### src/verilog/aps_pkg.sv
/*
  Constants for the angle-sensor power, status and configuration logic:
  serial command codes, register indices, field positions, factory reset
  values and timing figures.
  Assumes a 20 MHz system clock and a 16-bit serial frame, optionally
  extended to 17 bits by a parity bit on register writes.
*/
package aps_pkg;
  // serial frame: cmd[15:13], address[12:8], data[7:0]
  localparam int          FRAME_BITS   = 16;
  localparam int          FRAME_PBITS  = 17;
  localparam logic [2:0]  CMD_READ     = 3'h2;
  localparam logic [2:0]  CMD_WRITE    = 3'h4;
  localparam logic [2:0]  CMD_RESTORE  = 3'h5;
  localparam logic [2:0]  CMD_STORE    = 3'h6;
  localparam logic [2:0]  CMD_CLEAR    = 3'h7;

  // register indices
  localparam logic [4:0]  ADDR_TRIM_AMOUNT = 5'h02;
  localparam logic [4:0]  ADDR_TRIM_AXES   = 5'h03;
  localparam logic [4:0]  ADDR_POWER_CFG   = 5'h0B;
  localparam logic [4:0]  ADDR_FILTER      = 5'h0E;
  localparam logic [4:0]  ADDR_FAULT       = 5'h1A;

  // field positions
  localparam int          POS_CYCLE_REG_SEL  = 7;
  localparam int          POS_AUTO_CYCLE     = 6;
  localparam int          POS_AUTO_ACTIVE    = 5;
  localparam int          POS_FILTER_LSB     = 4;
  localparam int          POS_TRIM_X         = 0;
  localparam int          POS_TRIM_Y         = 1;
  localparam int          POS_PARITY_FAULT   = 3;
  localparam int          POS_MEMORY_FAULT   = 2;
  localparam int          POS_CHECKSUM_FAULT = 1;

  // factory reset values
  localparam logic [7:0]  RST_TRIM_AMOUNT = 8'h00;
  localparam logic [7:0]  RST_TRIM_AXES   = 8'h00;
  localparam logic [7:0]  RST_POWER_CFG   = 8'hE0;
  localparam logic [7:0]  RST_FILTER      = 8'h90;
  localparam logic [7:0]  RST_FAULT       = 8'h00;

  // filter: time constant 2**code, saturating at code 12
  localparam logic [3:0]  FILTER_CODE_MAX = 4'hC;
  localparam int          LATENCY_EXTRA_US = 3;

  // timing
  localparam int          CLOCK_HZ        = 20_000_000;
  localparam int          CYCLES_PER_US   = CLOCK_HZ / 1_000_000;
  localparam int          NVM_BUSY_US     = 100;
  localparam int          NVM_BUSY_CYCLES = NVM_BUSY_US * CYCLES_PER_US;

  typedef enum logic [2:0] {
    PWR_IDLE = 3'b001,
    PWR_ASC  = 3'b010,
    PWR_ON   = 3'b100
  } aps_power_type;
endpackage : aps_pkg

### src/verilog/aps_ctl.sv
/*
  Power-state decode, integrity status, filter window and bias-trim
  settings of the angle sensor, reached through its serial port.
  Assumes serial pins and the enable/cycle pins are asynchronous to
  clock_i and are therefore synchronised here; the serial clock must be
  slower than a quarter of clock_i.
*/
`timescale 1ns/100ps
module aps_ctl
  import aps_pkg::*;
#(
  parameter int US_CYCLES   = CYCLES_PER_US,
  parameter int BUSY_CYCLES = NVM_BUSY_CYCLES
) (
  input  wire logic        clock_i,
  input  wire logic        srst_i,
  input  wire logic        sclk_i,
  input  wire logic        mosi_i,
  input  wire logic        cs_n_i,
  input  wire logic        parity_mode_i,
  input  wire logic        enable_pin_i,
  input  wire logic        auto_cycle_pin_i,
  output logic             miso_o,
  output logic             fault_o,
  output logic             memory_busy_pin_o,
  output logic             settled_flag_o,
  output logic [2:0]       power_state_o,
  output logic [12:0]      filter_tau_o,
  output logic [13:0]      latency_us_o,
  output logic [7:0]       trim_x_amount_o,
  output logic [7:0]       trim_y_amount_o,
  output logic             side_shaft_corr_o
);

  function automatic logic [12:0] tau_of(input logic [3:0] code);
    logic [3:0] c;
    c = (code > FILTER_CODE_MAX) ? FILTER_CODE_MAX : code;
    tau_of = 13'h0001 << c;
  endfunction : tau_of

  function automatic logic [7:0] sum_of(input logic [31:0] v);
    sum_of = v[7:0] + v[15:8] + v[23:16] + v[31:24];
  endfunction : sum_of

  // two-stage synchronisers for every pin
  logic [5:0] pin_meta_reg;
  logic [5:0] pin_sync_reg;
  logic       sclk_last_reg;
  logic       cs_n_last_reg;
  always_ff @(posedge clock_i) begin
    pin_meta_reg  <= {sclk_i, mosi_i, cs_n_i, parity_mode_i,
                      enable_pin_i, auto_cycle_pin_i};
    pin_sync_reg  <= pin_meta_reg;
    sclk_last_reg <= pin_sync_reg[5];
    cs_n_last_reg <= pin_sync_reg[3];
  end
  wire logic sclk_s   = pin_sync_reg[5];
  wire logic mosi_s   = pin_sync_reg[4];
  wire logic cs_n_s   = pin_sync_reg[3];
  wire logic parity_s = pin_sync_reg[2];
  wire logic en_s     = pin_sync_reg[1];
  wire logic asc_s    = pin_sync_reg[0];
  wire logic sclk_rise = sclk_s & ~sclk_last_reg & ~cs_n_s;
  wire logic sclk_fall = ~sclk_s & sclk_last_reg & ~cs_n_s;
  wire logic frame_end = cs_n_s & ~cs_n_last_reg;

  // serial shift registers
  logic [16:0] rx_reg;
  logic [4:0]  bit_cnt_reg;
  logic [15:0] tx_reg;
  logic [15:0] reply_reg;
  always_ff @(posedge clock_i) begin
    if (srst_i) begin
      rx_reg      <= 17'h00000;
      bit_cnt_reg <= 5'h00;
    end else if (frame_end) begin
      bit_cnt_reg <= 5'h00;
    end else if (sclk_rise) begin
      rx_reg <= {rx_reg[15:0], mosi_s};
      if (bit_cnt_reg != 5'h1F)
        bit_cnt_reg <= bit_cnt_reg + 5'h01;
    end
  end

  always_ff @(posedge clock_i) begin
    if (srst_i) begin
      tx_reg <= 16'h0000;
      miso_o <= 1'b0;
    end else if (cs_n_s) begin
      tx_reg <= reply_reg;
      miso_o <= reply_reg[15];
    end else if (sclk_fall && bit_cnt_reg != 5'h00) begin
      tx_reg <= {tx_reg[14:0], 1'b0};
      miso_o <= tx_reg[14];
    end
  end

  // frame decode; with parity the word sits in rx[16:1]
  wire logic        got16   = (bit_cnt_reg == 5'(FRAME_BITS));
  wire logic        got17   = (bit_cnt_reg == 5'(FRAME_PBITS));
  wire logic [15:0] word    = got17 ? rx_reg[16:1] : rx_reg[15:0];
  wire logic [2:0]  cmd     = word[15:13];
  wire logic [4:0]  addr    = word[12:8];
  wire logic [7:0]  wdata   = word[7:0];
  wire logic        frame_ok = frame_end & (got16 | got17);
  wire logic        is_write = frame_ok & (cmd == CMD_WRITE);
  wire logic        parity_bad = parity_s & (~got17 | (^rx_reg));
  wire logic        write_ok = is_write & ~parity_bad;
  wire logic        mem_cmd  = frame_ok &
                      (cmd == CMD_STORE || cmd == CMD_RESTORE);
  wire logic        mem_go   = mem_cmd & ~memory_busy_pin_o;

  // configuration registers
  logic [7:0]  trim_amount_reg;
  logic [7:0]  trim_axes_reg;
  logic [7:0]  power_cfg_reg;
  logic [7:0]  filter_reg;
  logic [31:0] nvm_mem_reg;
  logic [7:0]  nvm_sum_reg;
  wire logic   restore_go = mem_go & (cmd == CMD_RESTORE);
  always_ff @(posedge clock_i) begin
    if (srst_i) begin
      trim_amount_reg <= RST_TRIM_AMOUNT;
      trim_axes_reg   <= RST_TRIM_AXES;
      power_cfg_reg   <= RST_POWER_CFG;
      filter_reg      <= RST_FILTER;
    end else if (restore_go) begin
      {trim_amount_reg, trim_axes_reg, power_cfg_reg, filter_reg}
        <= nvm_mem_reg;
    end else if (write_ok) begin
      case (addr)
        ADDR_TRIM_AMOUNT: trim_amount_reg <= wdata;
        ADDR_TRIM_AXES:   trim_axes_reg   <= {6'h00, wdata[1:0]};
        ADDR_POWER_CFG:   power_cfg_reg   <= {wdata[7:5], 5'h00};
        ADDR_FILTER:      filter_reg      <= {wdata[7:4], 4'h0};
        default:          ;
      endcase
    end
  end

  // non-volatile copy with its checksum; busy window after each access
  logic [23:0] busy_cnt_reg;
  always_ff @(posedge clock_i) begin
    if (srst_i) begin
      nvm_mem_reg <= {RST_TRIM_AMOUNT, RST_TRIM_AXES,
                      RST_POWER_CFG, RST_FILTER};
      nvm_sum_reg <= sum_of({RST_TRIM_AMOUNT, RST_TRIM_AXES,
                             RST_POWER_CFG, RST_FILTER});
    end else if (mem_go && cmd == CMD_STORE) begin
      nvm_mem_reg <= {trim_amount_reg, trim_axes_reg,
                      power_cfg_reg, filter_reg};
      nvm_sum_reg <= sum_of({trim_amount_reg, trim_axes_reg,
                             power_cfg_reg, filter_reg});
    end
  end

  always_ff @(posedge clock_i) begin
    if (srst_i) begin
      busy_cnt_reg      <= 24'h000000;
      memory_busy_pin_o <= 1'b0;
    end else if (mem_go) begin
      busy_cnt_reg      <= 24'(BUSY_CYCLES - 1);
      memory_busy_pin_o <= 1'b1;
    end else if (busy_cnt_reg != 24'h000000) begin
      busy_cnt_reg <= busy_cnt_reg - 24'h000001;
    end else begin
      memory_busy_pin_o <= 1'b0;
    end
  end

  // sticky fault flags; a new fault beats a clear in the same cycle
  logic [7:0] fault_reg;
  logic [7:0] fault_set;
  always_comb begin
    fault_set = 8'h00;
    fault_set[POS_PARITY_FAULT]   = is_write & parity_bad;
    fault_set[POS_MEMORY_FAULT]   = mem_cmd & memory_busy_pin_o;
    fault_set[POS_CHECKSUM_FAULT] = restore_go &
                                    (sum_of(nvm_mem_reg) != nvm_sum_reg);
  end
  wire logic clear_cmd = frame_ok & (cmd == CMD_CLEAR);
  always_ff @(posedge clock_i) begin
    if (srst_i) begin
      fault_reg <= RST_FAULT;
      fault_o   <= 1'b0;
    end else begin
      fault_reg <= (clear_cmd ? 8'h00 : fault_reg) | fault_set;
      fault_o   <= |((clear_cmd ? 8'h00 : fault_reg) | fault_set);
    end
  end

  // read reply goes out in the next frame
  always_ff @(posedge clock_i) begin
    if (srst_i) begin
      reply_reg <= 16'h0000;
    end else if (frame_ok && cmd == CMD_READ) begin
      case (addr)
        ADDR_TRIM_AMOUNT: reply_reg <= {trim_amount_reg, 8'h00};
        ADDR_TRIM_AXES:   reply_reg <= {trim_axes_reg, 8'h00};
        ADDR_POWER_CFG:   reply_reg <= {power_cfg_reg, 8'h00};
        ADDR_FILTER:      reply_reg <= {filter_reg, 8'h00};
        ADDR_FAULT:       reply_reg <= {fault_reg, 8'h00};
        default:          reply_reg <= 16'h0000;
      endcase
    end else if (frame_ok) begin
      reply_reg <= 16'h0000;
    end
  end

  // power state
  aps_power_type state_reg;
  aps_power_type state_next;
  wire logic cycle_sel = power_cfg_reg[POS_CYCLE_REG_SEL];
  wire logic cycle_bit = power_cfg_reg[POS_AUTO_CYCLE];
  always_comb begin
    if (en_s)
      state_next = PWR_ON;
    else if (cycle_sel ? cycle_bit : asc_s)
      state_next = PWR_ASC;
    else
      state_next = PWR_IDLE;
  end
  always_ff @(posedge clock_i) begin
    if (srst_i) begin
      state_reg     <= PWR_IDLE;
      power_state_o <= PWR_IDLE;
    end else begin
      state_reg     <= state_next;
      power_state_o <= state_next;
    end
  end

  // filter constant, latency and settling
  wire logic [3:0]  fw_code  = filter_reg[7:POS_FILTER_LSB];
  wire logic [12:0] tau      = tau_of(fw_code);
  wire logic [13:0] settle_us = {tau, 1'b0} - 14'h0001;
  logic [23:0] settle_cnt_reg;
  always_ff @(posedge clock_i) begin
    if (srst_i) begin
      filter_tau_o <= 13'h0001;
      latency_us_o <= 14'h0000;
    end else begin
      filter_tau_o <= tau;
      latency_us_o <= {1'b0, tau} + 14'(LATENCY_EXTRA_US);
    end
  end

  // restarts on each entry to an active state; the window is sampled then.
  // keyed on the next state so that leaving idle loads the count and the
  // flag drops in the same cycle as power_state_o goes idle
  always_ff @(posedge clock_i) begin
    if (srst_i || state_next == PWR_IDLE) begin
      settle_cnt_reg <= 24'h000000;
      settled_flag_o <= 1'b0;
    end else if (state_reg != state_next) begin
      settle_cnt_reg <= 24'(settle_us * US_CYCLES);
      settled_flag_o <= 1'b0;
    end else if (settle_cnt_reg != 24'h000000) begin
      settle_cnt_reg <= settle_cnt_reg - 24'h000001;
    end else begin
      settled_flag_o <= 1'b1;
    end
  end

  // bias trim per axis
  wire logic tx_en = trim_axes_reg[POS_TRIM_X];
  wire logic ty_en = trim_axes_reg[POS_TRIM_Y];
  always_ff @(posedge clock_i) begin
    if (srst_i) begin
      trim_x_amount_o   <= 8'h00;
      trim_y_amount_o   <= 8'h00;
      side_shaft_corr_o <= 1'b0;
    end else begin
      trim_x_amount_o   <= tx_en ? trim_amount_reg : 8'h00;
      trim_y_amount_o   <= ty_en ? trim_amount_reg : 8'h00;
      side_shaft_corr_o <= (tx_en ^ ty_en) &&
                           trim_amount_reg != 8'h00;
    end
  end

endmodule : aps_ctl

### config.mk
export PLATFORM = sky130hd
export DESIGN_NAME = aps_ctl
export DESIGN_NICKNAME = d
export VERILOG_FILES = /design/src/verilog/aps_pkg.sv /design/src/verilog/aps_ctl.sv
export SDC_FILE = /design/constraint.sdc
export NUM_CORES = 1
export LEC_CHECK = 0
export BUFFER_PORTS_ARGS = -buffer_cell sky130_fd_sc_hd__buf_4
export CAP_MARGIN = 10
export CELL_PAD_IN_SITES_DETAIL_PLACEMENT = 1
export CELL_PAD_IN_SITES_GLOBAL_PLACEMENT = 1
export CORE_MARGIN = 2
export CORE_UTILIZATION = 30
export DETAILED_ROUTE_END_ITERATION = 10
export PLACE_DENSITY = 0.59
export SETUP_SLACK_MARGIN = 0.3
export SYNTH_ARGS = -nofsm -noshare
export SYNTH_HDL_FRONTEND = slang
export SYNTH_SLANG_ARGS = --single-unit
### constraint.sdc
create_clock -name clock_i -period 6.2 [get_ports clock_i]
set_input_delay 1.24 -clock clock_i [delete_from_list [all_inputs] [get_ports clock_i]]
set_output_delay 1.24 -clock clock_i [all_outputs]
set_load 0.02 [all_outputs]
**Word level (Yosys, flattened, before mapping)**

Index checks and enable logic that the tools add are counted.

- Register bits after elaboration: 246
- Bits of input ports: 8
- Output and inout bits: 51
- Logic and storage cells: 153

- $lt $le $gt $ge: 1
- Equality and inequality tests: 17
- Multiplexer cells: 31
- Add/sub/neg operators: 11
- Reductions and logical operators: 32
- Shift operators: 1
- Bitwise logic cells: 30
- $mul: 1

Operators by type and width:

| kind | number |
|---|---|
| 8-bit two-way mux | 13 |
| 16-bit case mux with 5 select lines | 1 |
| 8-bit adder | 6 |
| 16-bit two-way mux | 3 |
| 24-bit nonzero test | 2 |
| 24-bit by 1-bit subtractor with 24-bit output, second input constant | 2 |
| 19-bit two-way mux | 2 |
| 15-bit two-way mux | 2 |
| 11-bit two-way mux | 2 |
| 2-bit nonzero test | 9 |
| 14-bit by 3-bit multiplier with 17-bit output, second input constant | 1 |
| 17-bit XOR reduction | 1 |
| 1-bit AND | 16 |
| 5-bit == test, second input constant | 3 |
| 13-bit by 2-bit adder with 14-bit output, second input constant | 1 |
| 14-bit by 1-bit subtractor with 14-bit output, second input constant | 1 |
| 1-bit by 4-bit left shift with 13-bit output, first input constant | 1 |
| 3-bit == test, second input constant | 4 |
| 2-bit AND reduction | 6 |
| 5-bit by 2-bit == test with 1-bit output, second input constant | 2 |
| 5-bit by 4-bit == test with 1-bit output, second input constant | 2 |
| 1-bit inverter | 10 |
| 2-bit OR reduction | 5 |
| 8-bit != test | 1 |
| 19 further kinds | 28 |

**Logic depth before layout (Yosys ltp)**

- Depth in word-level cells: 10
- Gate-level depth with buffers: 18
- Gate-level depth less buffers: 15

**Worst setup path before layout**

No wires, ideal clock.

- Path kind: register -> register
- Start: register filter_reg[7]
- End: register settle_cnt_reg[14]
- Path slack: 2,531 ps
- Stages on the path, launching flop included: 17
- Period minus slack after synthesis: 3,669 ps
- Path buffers: 3
- Setup time: 127 ps
- Data required time: 6,073 ps
- Arrival: 3,541 ps
- Cells stage by stage: dfxtp_1 > clkbuf_1 > or2_2 > clkbuf_1 > nand2b_1 > ha_1 > clkbuf_1 > xor2_1 > ha_1 > ha_1 > a41oi_1 > o21ai_0 > a21oi_1 > o21bai_1 > a221oi_1 > xor2_1 > o22ai_1

- Word-level cells in the longest chain between the ends: 6

RTL lines:

| item | line | RTL |
|---|---|---|
| start: declaration | aps_ctl.sv:117 | `logic [7:0] filter_reg;` |
| start signal: assignment | aps_ctl.sv:135 | `ADDR_FILTER: filter_reg <= {wdata[7:4], 4'h0};` |
| 4-bit > comparator | aps_ctl.sv:37 | `c = (code > FILTER_CODE_MAX) ? FILTER_CODE_MAX : code;` |
| 4-bit two-way mux * | aps_ctl.sv:37 |  |
| 1-bit by 4-bit left shift with 13-bit output * | aps_ctl.sv:38 | `tau_of = 13'h0001 << c;` |
| 14-bit by 1-bit subtractor with 14-bit output * | aps_ctl.sv:236 | `wire logic [13:0] settle_us = {tau, 1'b0} - 14'h0001;` |
| named net settle_us[1] | aps_ctl.sv:236 |  |
| 14-bit by 3-bit multiplier with 17-bit output * | aps_ctl.sv:256 | `settle_cnt_reg <= 24'(settle_us * US_CYCLES);` |
| 19-bit two-way mux * | aps_ctl.sv:255 | `end else if (state_reg != state_next) begin` |
| end signal: assignment | aps_ctl.sv:256 |  |
| end signal: assignment | aps_ctl.sv:259 | `settle_cnt_reg <= settle_cnt_reg - 24'h000001;` |
| end: declaration | aps_ctl.sv:237 | `logic [23:0] settle_cnt_reg;` |

Mark *: on every way through the listed nets, which the timed path passes. The rest lies on a longest branch.
A chain may end at the register's enable or synchronous reset.

**Worst setup path after layout**

Same ends and word-level chain as after synthesis.

==> summary.md <==
| Metric | Value |
|---|---|
| RSZ-0062 raised after global routing | `false` |
| Nets | `1389` |
| Worst setup SP type | `flip-flop` |
| Final worst slack | `1951 ps` |
| Crit path max fanout | `26` |
| First-pass GRT wire length | `52.65 mm` |
| Area Overhead vs Synth | `16.61%` |
| Die W | `199.5 um` |
| Placed cells | `1793` |
| Mapped Area | `11470 um2` |
| Initial Util | `30.45%` |
| Drt drc | `0` |
| # port buffers | `58` |
| # resized after CTS | `0` |
| Seq cells post-synth | `230` |
| Grt total ovfl | `0` |
| Die Ht | `199.5 um` |
| Crit path required time | `6620 ps` |
| Ant. Diodes | `0` |
| CTS tree | `yes` |
| Skew final | `24.66 ps` |
| Drt pass-1 iters | `5` |
| Post-DP HPWL | `22.57 mm` |
| Placement Setup Slack | `1898 ps` |
| Synth Instances | `1290` |
| Die area | `39820 um2` |
| Largest net degree at the start of global routing | `59` |
| Hold crit path type | `flip-flop to flip-flop` |
| CP dominant cell by count | `ha_1` |
| Setup TNS | `0 ps` |
| Worst VDD drop | `0.0001499 V` |
| Tmin final | `4249 ps` |
| CTS Buffer Depth | `3` |
| Pleak | `5.187 nW` |
| Number of global-route vias before repair | `9489` |
| Arr. time, crit path | `4670 ps` |
| Post-synth EDFFs | `0` |
| Filler cells | `4414` |
| Max stage delay on crit path | `830 ps` |
| Final WL | `32.79 mm` |
| Top FF cell, synth | `dfxtp_1` |
| WS Path Type | `flip-flop to flip-flop` |
| Post-CTS setup buffers | `0` |
| Core area | `37670 um2` |
| Power density over cell area | `294.6 nW/um2` |
| Count of non-filler cells in the finished layout | `1845` |
| Worst Setup End Kind | `flip-flop` |
| Top delay family on crit path | `compound AO/OA/AOI/OAI gates` |
| Via/cell ratio | `5.016` |
| Initial antenna violation count | `0` |
| Clock-pin slew of the registers on the worst-case setup and hold paths | `60 ps` |
| CTS Sinks | `230` |
| Slew Viols, Final | `0` |
| Critical-path cell list | `or2_2 > nand2b_1 > ha_1 > xor2_1 > ha_1 > ha_1 > a41oi_1 > o21ai_0 > a21oi_1 > o21bai_1 > a221oi_1 > xor2_1 > o22ai_1` |
| H-tree levels | `1` |
| Routability congestion estimate | `0.7939` |
| DR WL/cell | `17.77 um` |
| Hold buffers post-CTS | `0` |
| I/O pin count | `59` |
| Final period util | `68.54%` |
| Status | `finished clean` |
| Num CTS Buffers | `28` |
| Min Hold Slack | `327.7 ps` |
| Async set-reset flop share out of synthesis | `0%` |
| Slew @ Worst Pin | `1084 ps` |
| Starting DRT DRC Count | `477` |
| CP Buf/Inv Count | `0` |
| Total GRT Usage | `16.73%` |
| Final ANT Viol Nets | `0` |
| Worst-Skew Late Latency | `560 ps` |
| Total number of vias | `9255` |
| Setup violators final | `0` |
| Rows | `71` |
| Post-Syn Area per Cell | `8.892 um2` |
| Slew HR | `27.44%` |
| Root Buffer Master | `clkbuf_16` |
| Hold Fails Final Rpt | `0` |
| Layout cells sized above 1 | `12.52%` |
| CP max stage cell | `dfxtp_1` |
| Maxcap violations | `0` |
| Count of distinct cell types in the synthesized netlist | `82` |
| Highest clock rate | `0.2353 GHz` |
| Yosys warns | `0` |
| Register area share after synthesis | `40.14%` |
| Largest register FFs | `32` |
==> worst register-to-register path: cells and delay by family, from the launching register on <==
family,cells,cell delay (ps)
AND/OR/NAND/NOR,2,530
adder cells (fa/ha/maj),3,950
AO/OA/AOI/OAI,6,1320
XOR/XNOR,2,490
flip-flops,1,830
==> layout make-up <==
cell class                 count  area (um2)  share of cell area (%)
inverter                      31       116.4                  0.8699
clock inverter                17       255.2                   1.908
tap                          511       639.4                   4.780
clock buffer                  35       778.2                   5.818
sequential                   230        4604                   34.42
timing repair buffer          72       540.5                   4.041
multi-input combinational    949        6442                   48.16
==> cells in the mapped netlist (all sizes together), types with 11 or more instances <==
master  instances  area, um2
buf            25      123.9
or4            16      120.1
o21ai          18      90.08
fa             28      560.5
ha             41      513.0
nand3          24      120.1
mux2           13      146.4
nand2b         11      68.82
and2           24      150.1
inv            31      116.4
and3           11      68.82
a21oi         122      610.6
nand2         191      716.9
xor2           31      271.5
nor2          101      379.1
mux2i          27      270.3
clkbuf         56      210.2
o211ai         18      135.1
xnor2          62      543.0
nor4           18      140.1
nor3           31      171.4
dfxtp         230       4604
==> per-layer routing <==
layer	track usage [%]	vias up	share of wire [%]
li1	-	4542	-
met1	22.79	4522	48
met2	27.78	150	46
met3	2.414	41	4.0
met4	4.143	0	2.0
met5	0	-	0
==> per-stage QoR <==
step	power [mW]	instance area, um2	utilization, %
floorplan	2.045	11470	-
global placement	2.137	12340	32.77
detailed placement	2.155	12340	32.77
CTS	4.009	13380	35.51
global route	4.154	13380	35.51
finish	3.941	13380	35.51
==> placed cells by master, fill, tap and decap left out, types with 11 or more instances in the layout <==
cell,instances
nor4_1,15
dfxtp_1,230
nor3_1,28
or4_1,16
xor2_1,31
and3_1,11
mux2i_1,26
xnor2_1,62
inv_1,31
clkbuf_16,29
o21ai_0,17
nand2b_1,11
nor2_1,101
nand3_1,24
buf_4,72
mux2_2,13
and2_1,23
a21oi_1,122
fa_1,28
nand2_1,191
ha_1,41
o211ai_1,18
==> power breakdown <==
group	leakage [nW]	internal [mW]	switching (mW)
Combinational	2.81	0.211	0.278
Sequential	1.87	1.56	0.0736
Clock	0.504	1.14	0.682
==> kinds of logic (layout without fill, tap and decap cells) <==
| family | Yosys count | in the layout | synth area share, % |
|---|---|---|---|
| mux | 40 | 40 | 3.632 |
| xor+xnor | 94 | 94 | 7.308 |
| fa+ha+maj | 69 | 69 | 9.359 |
| compound gates | 248 | 248 | 14.05 |
| buf+inv | 112 | 155 | 3.927 |
| other cells | 1 | 2 | 0.03269 |
| simple gates | 496 | 496 | 21.55 |
| flops | 230 | 230 | 40.14 |
==> path summary, 6_finish.rpt <==
kind                                 startpoint            endpoint  slack (ps)  depth (start not counted)
worst max register to register    filter_reg[7]  settle_cnt_reg[14]        1950                         13
worst min register to register  pin_meta_reg[0]     pin_sync_reg[0]         330                          0
worst max-delay path              filter_reg[7]  settle_cnt_reg[14]        1950                         13
worst min-delay path            pin_meta_reg[0]     pin_sync_reg[0]         330                          0
No activity file was read; power rests on OpenSTA's default activity.
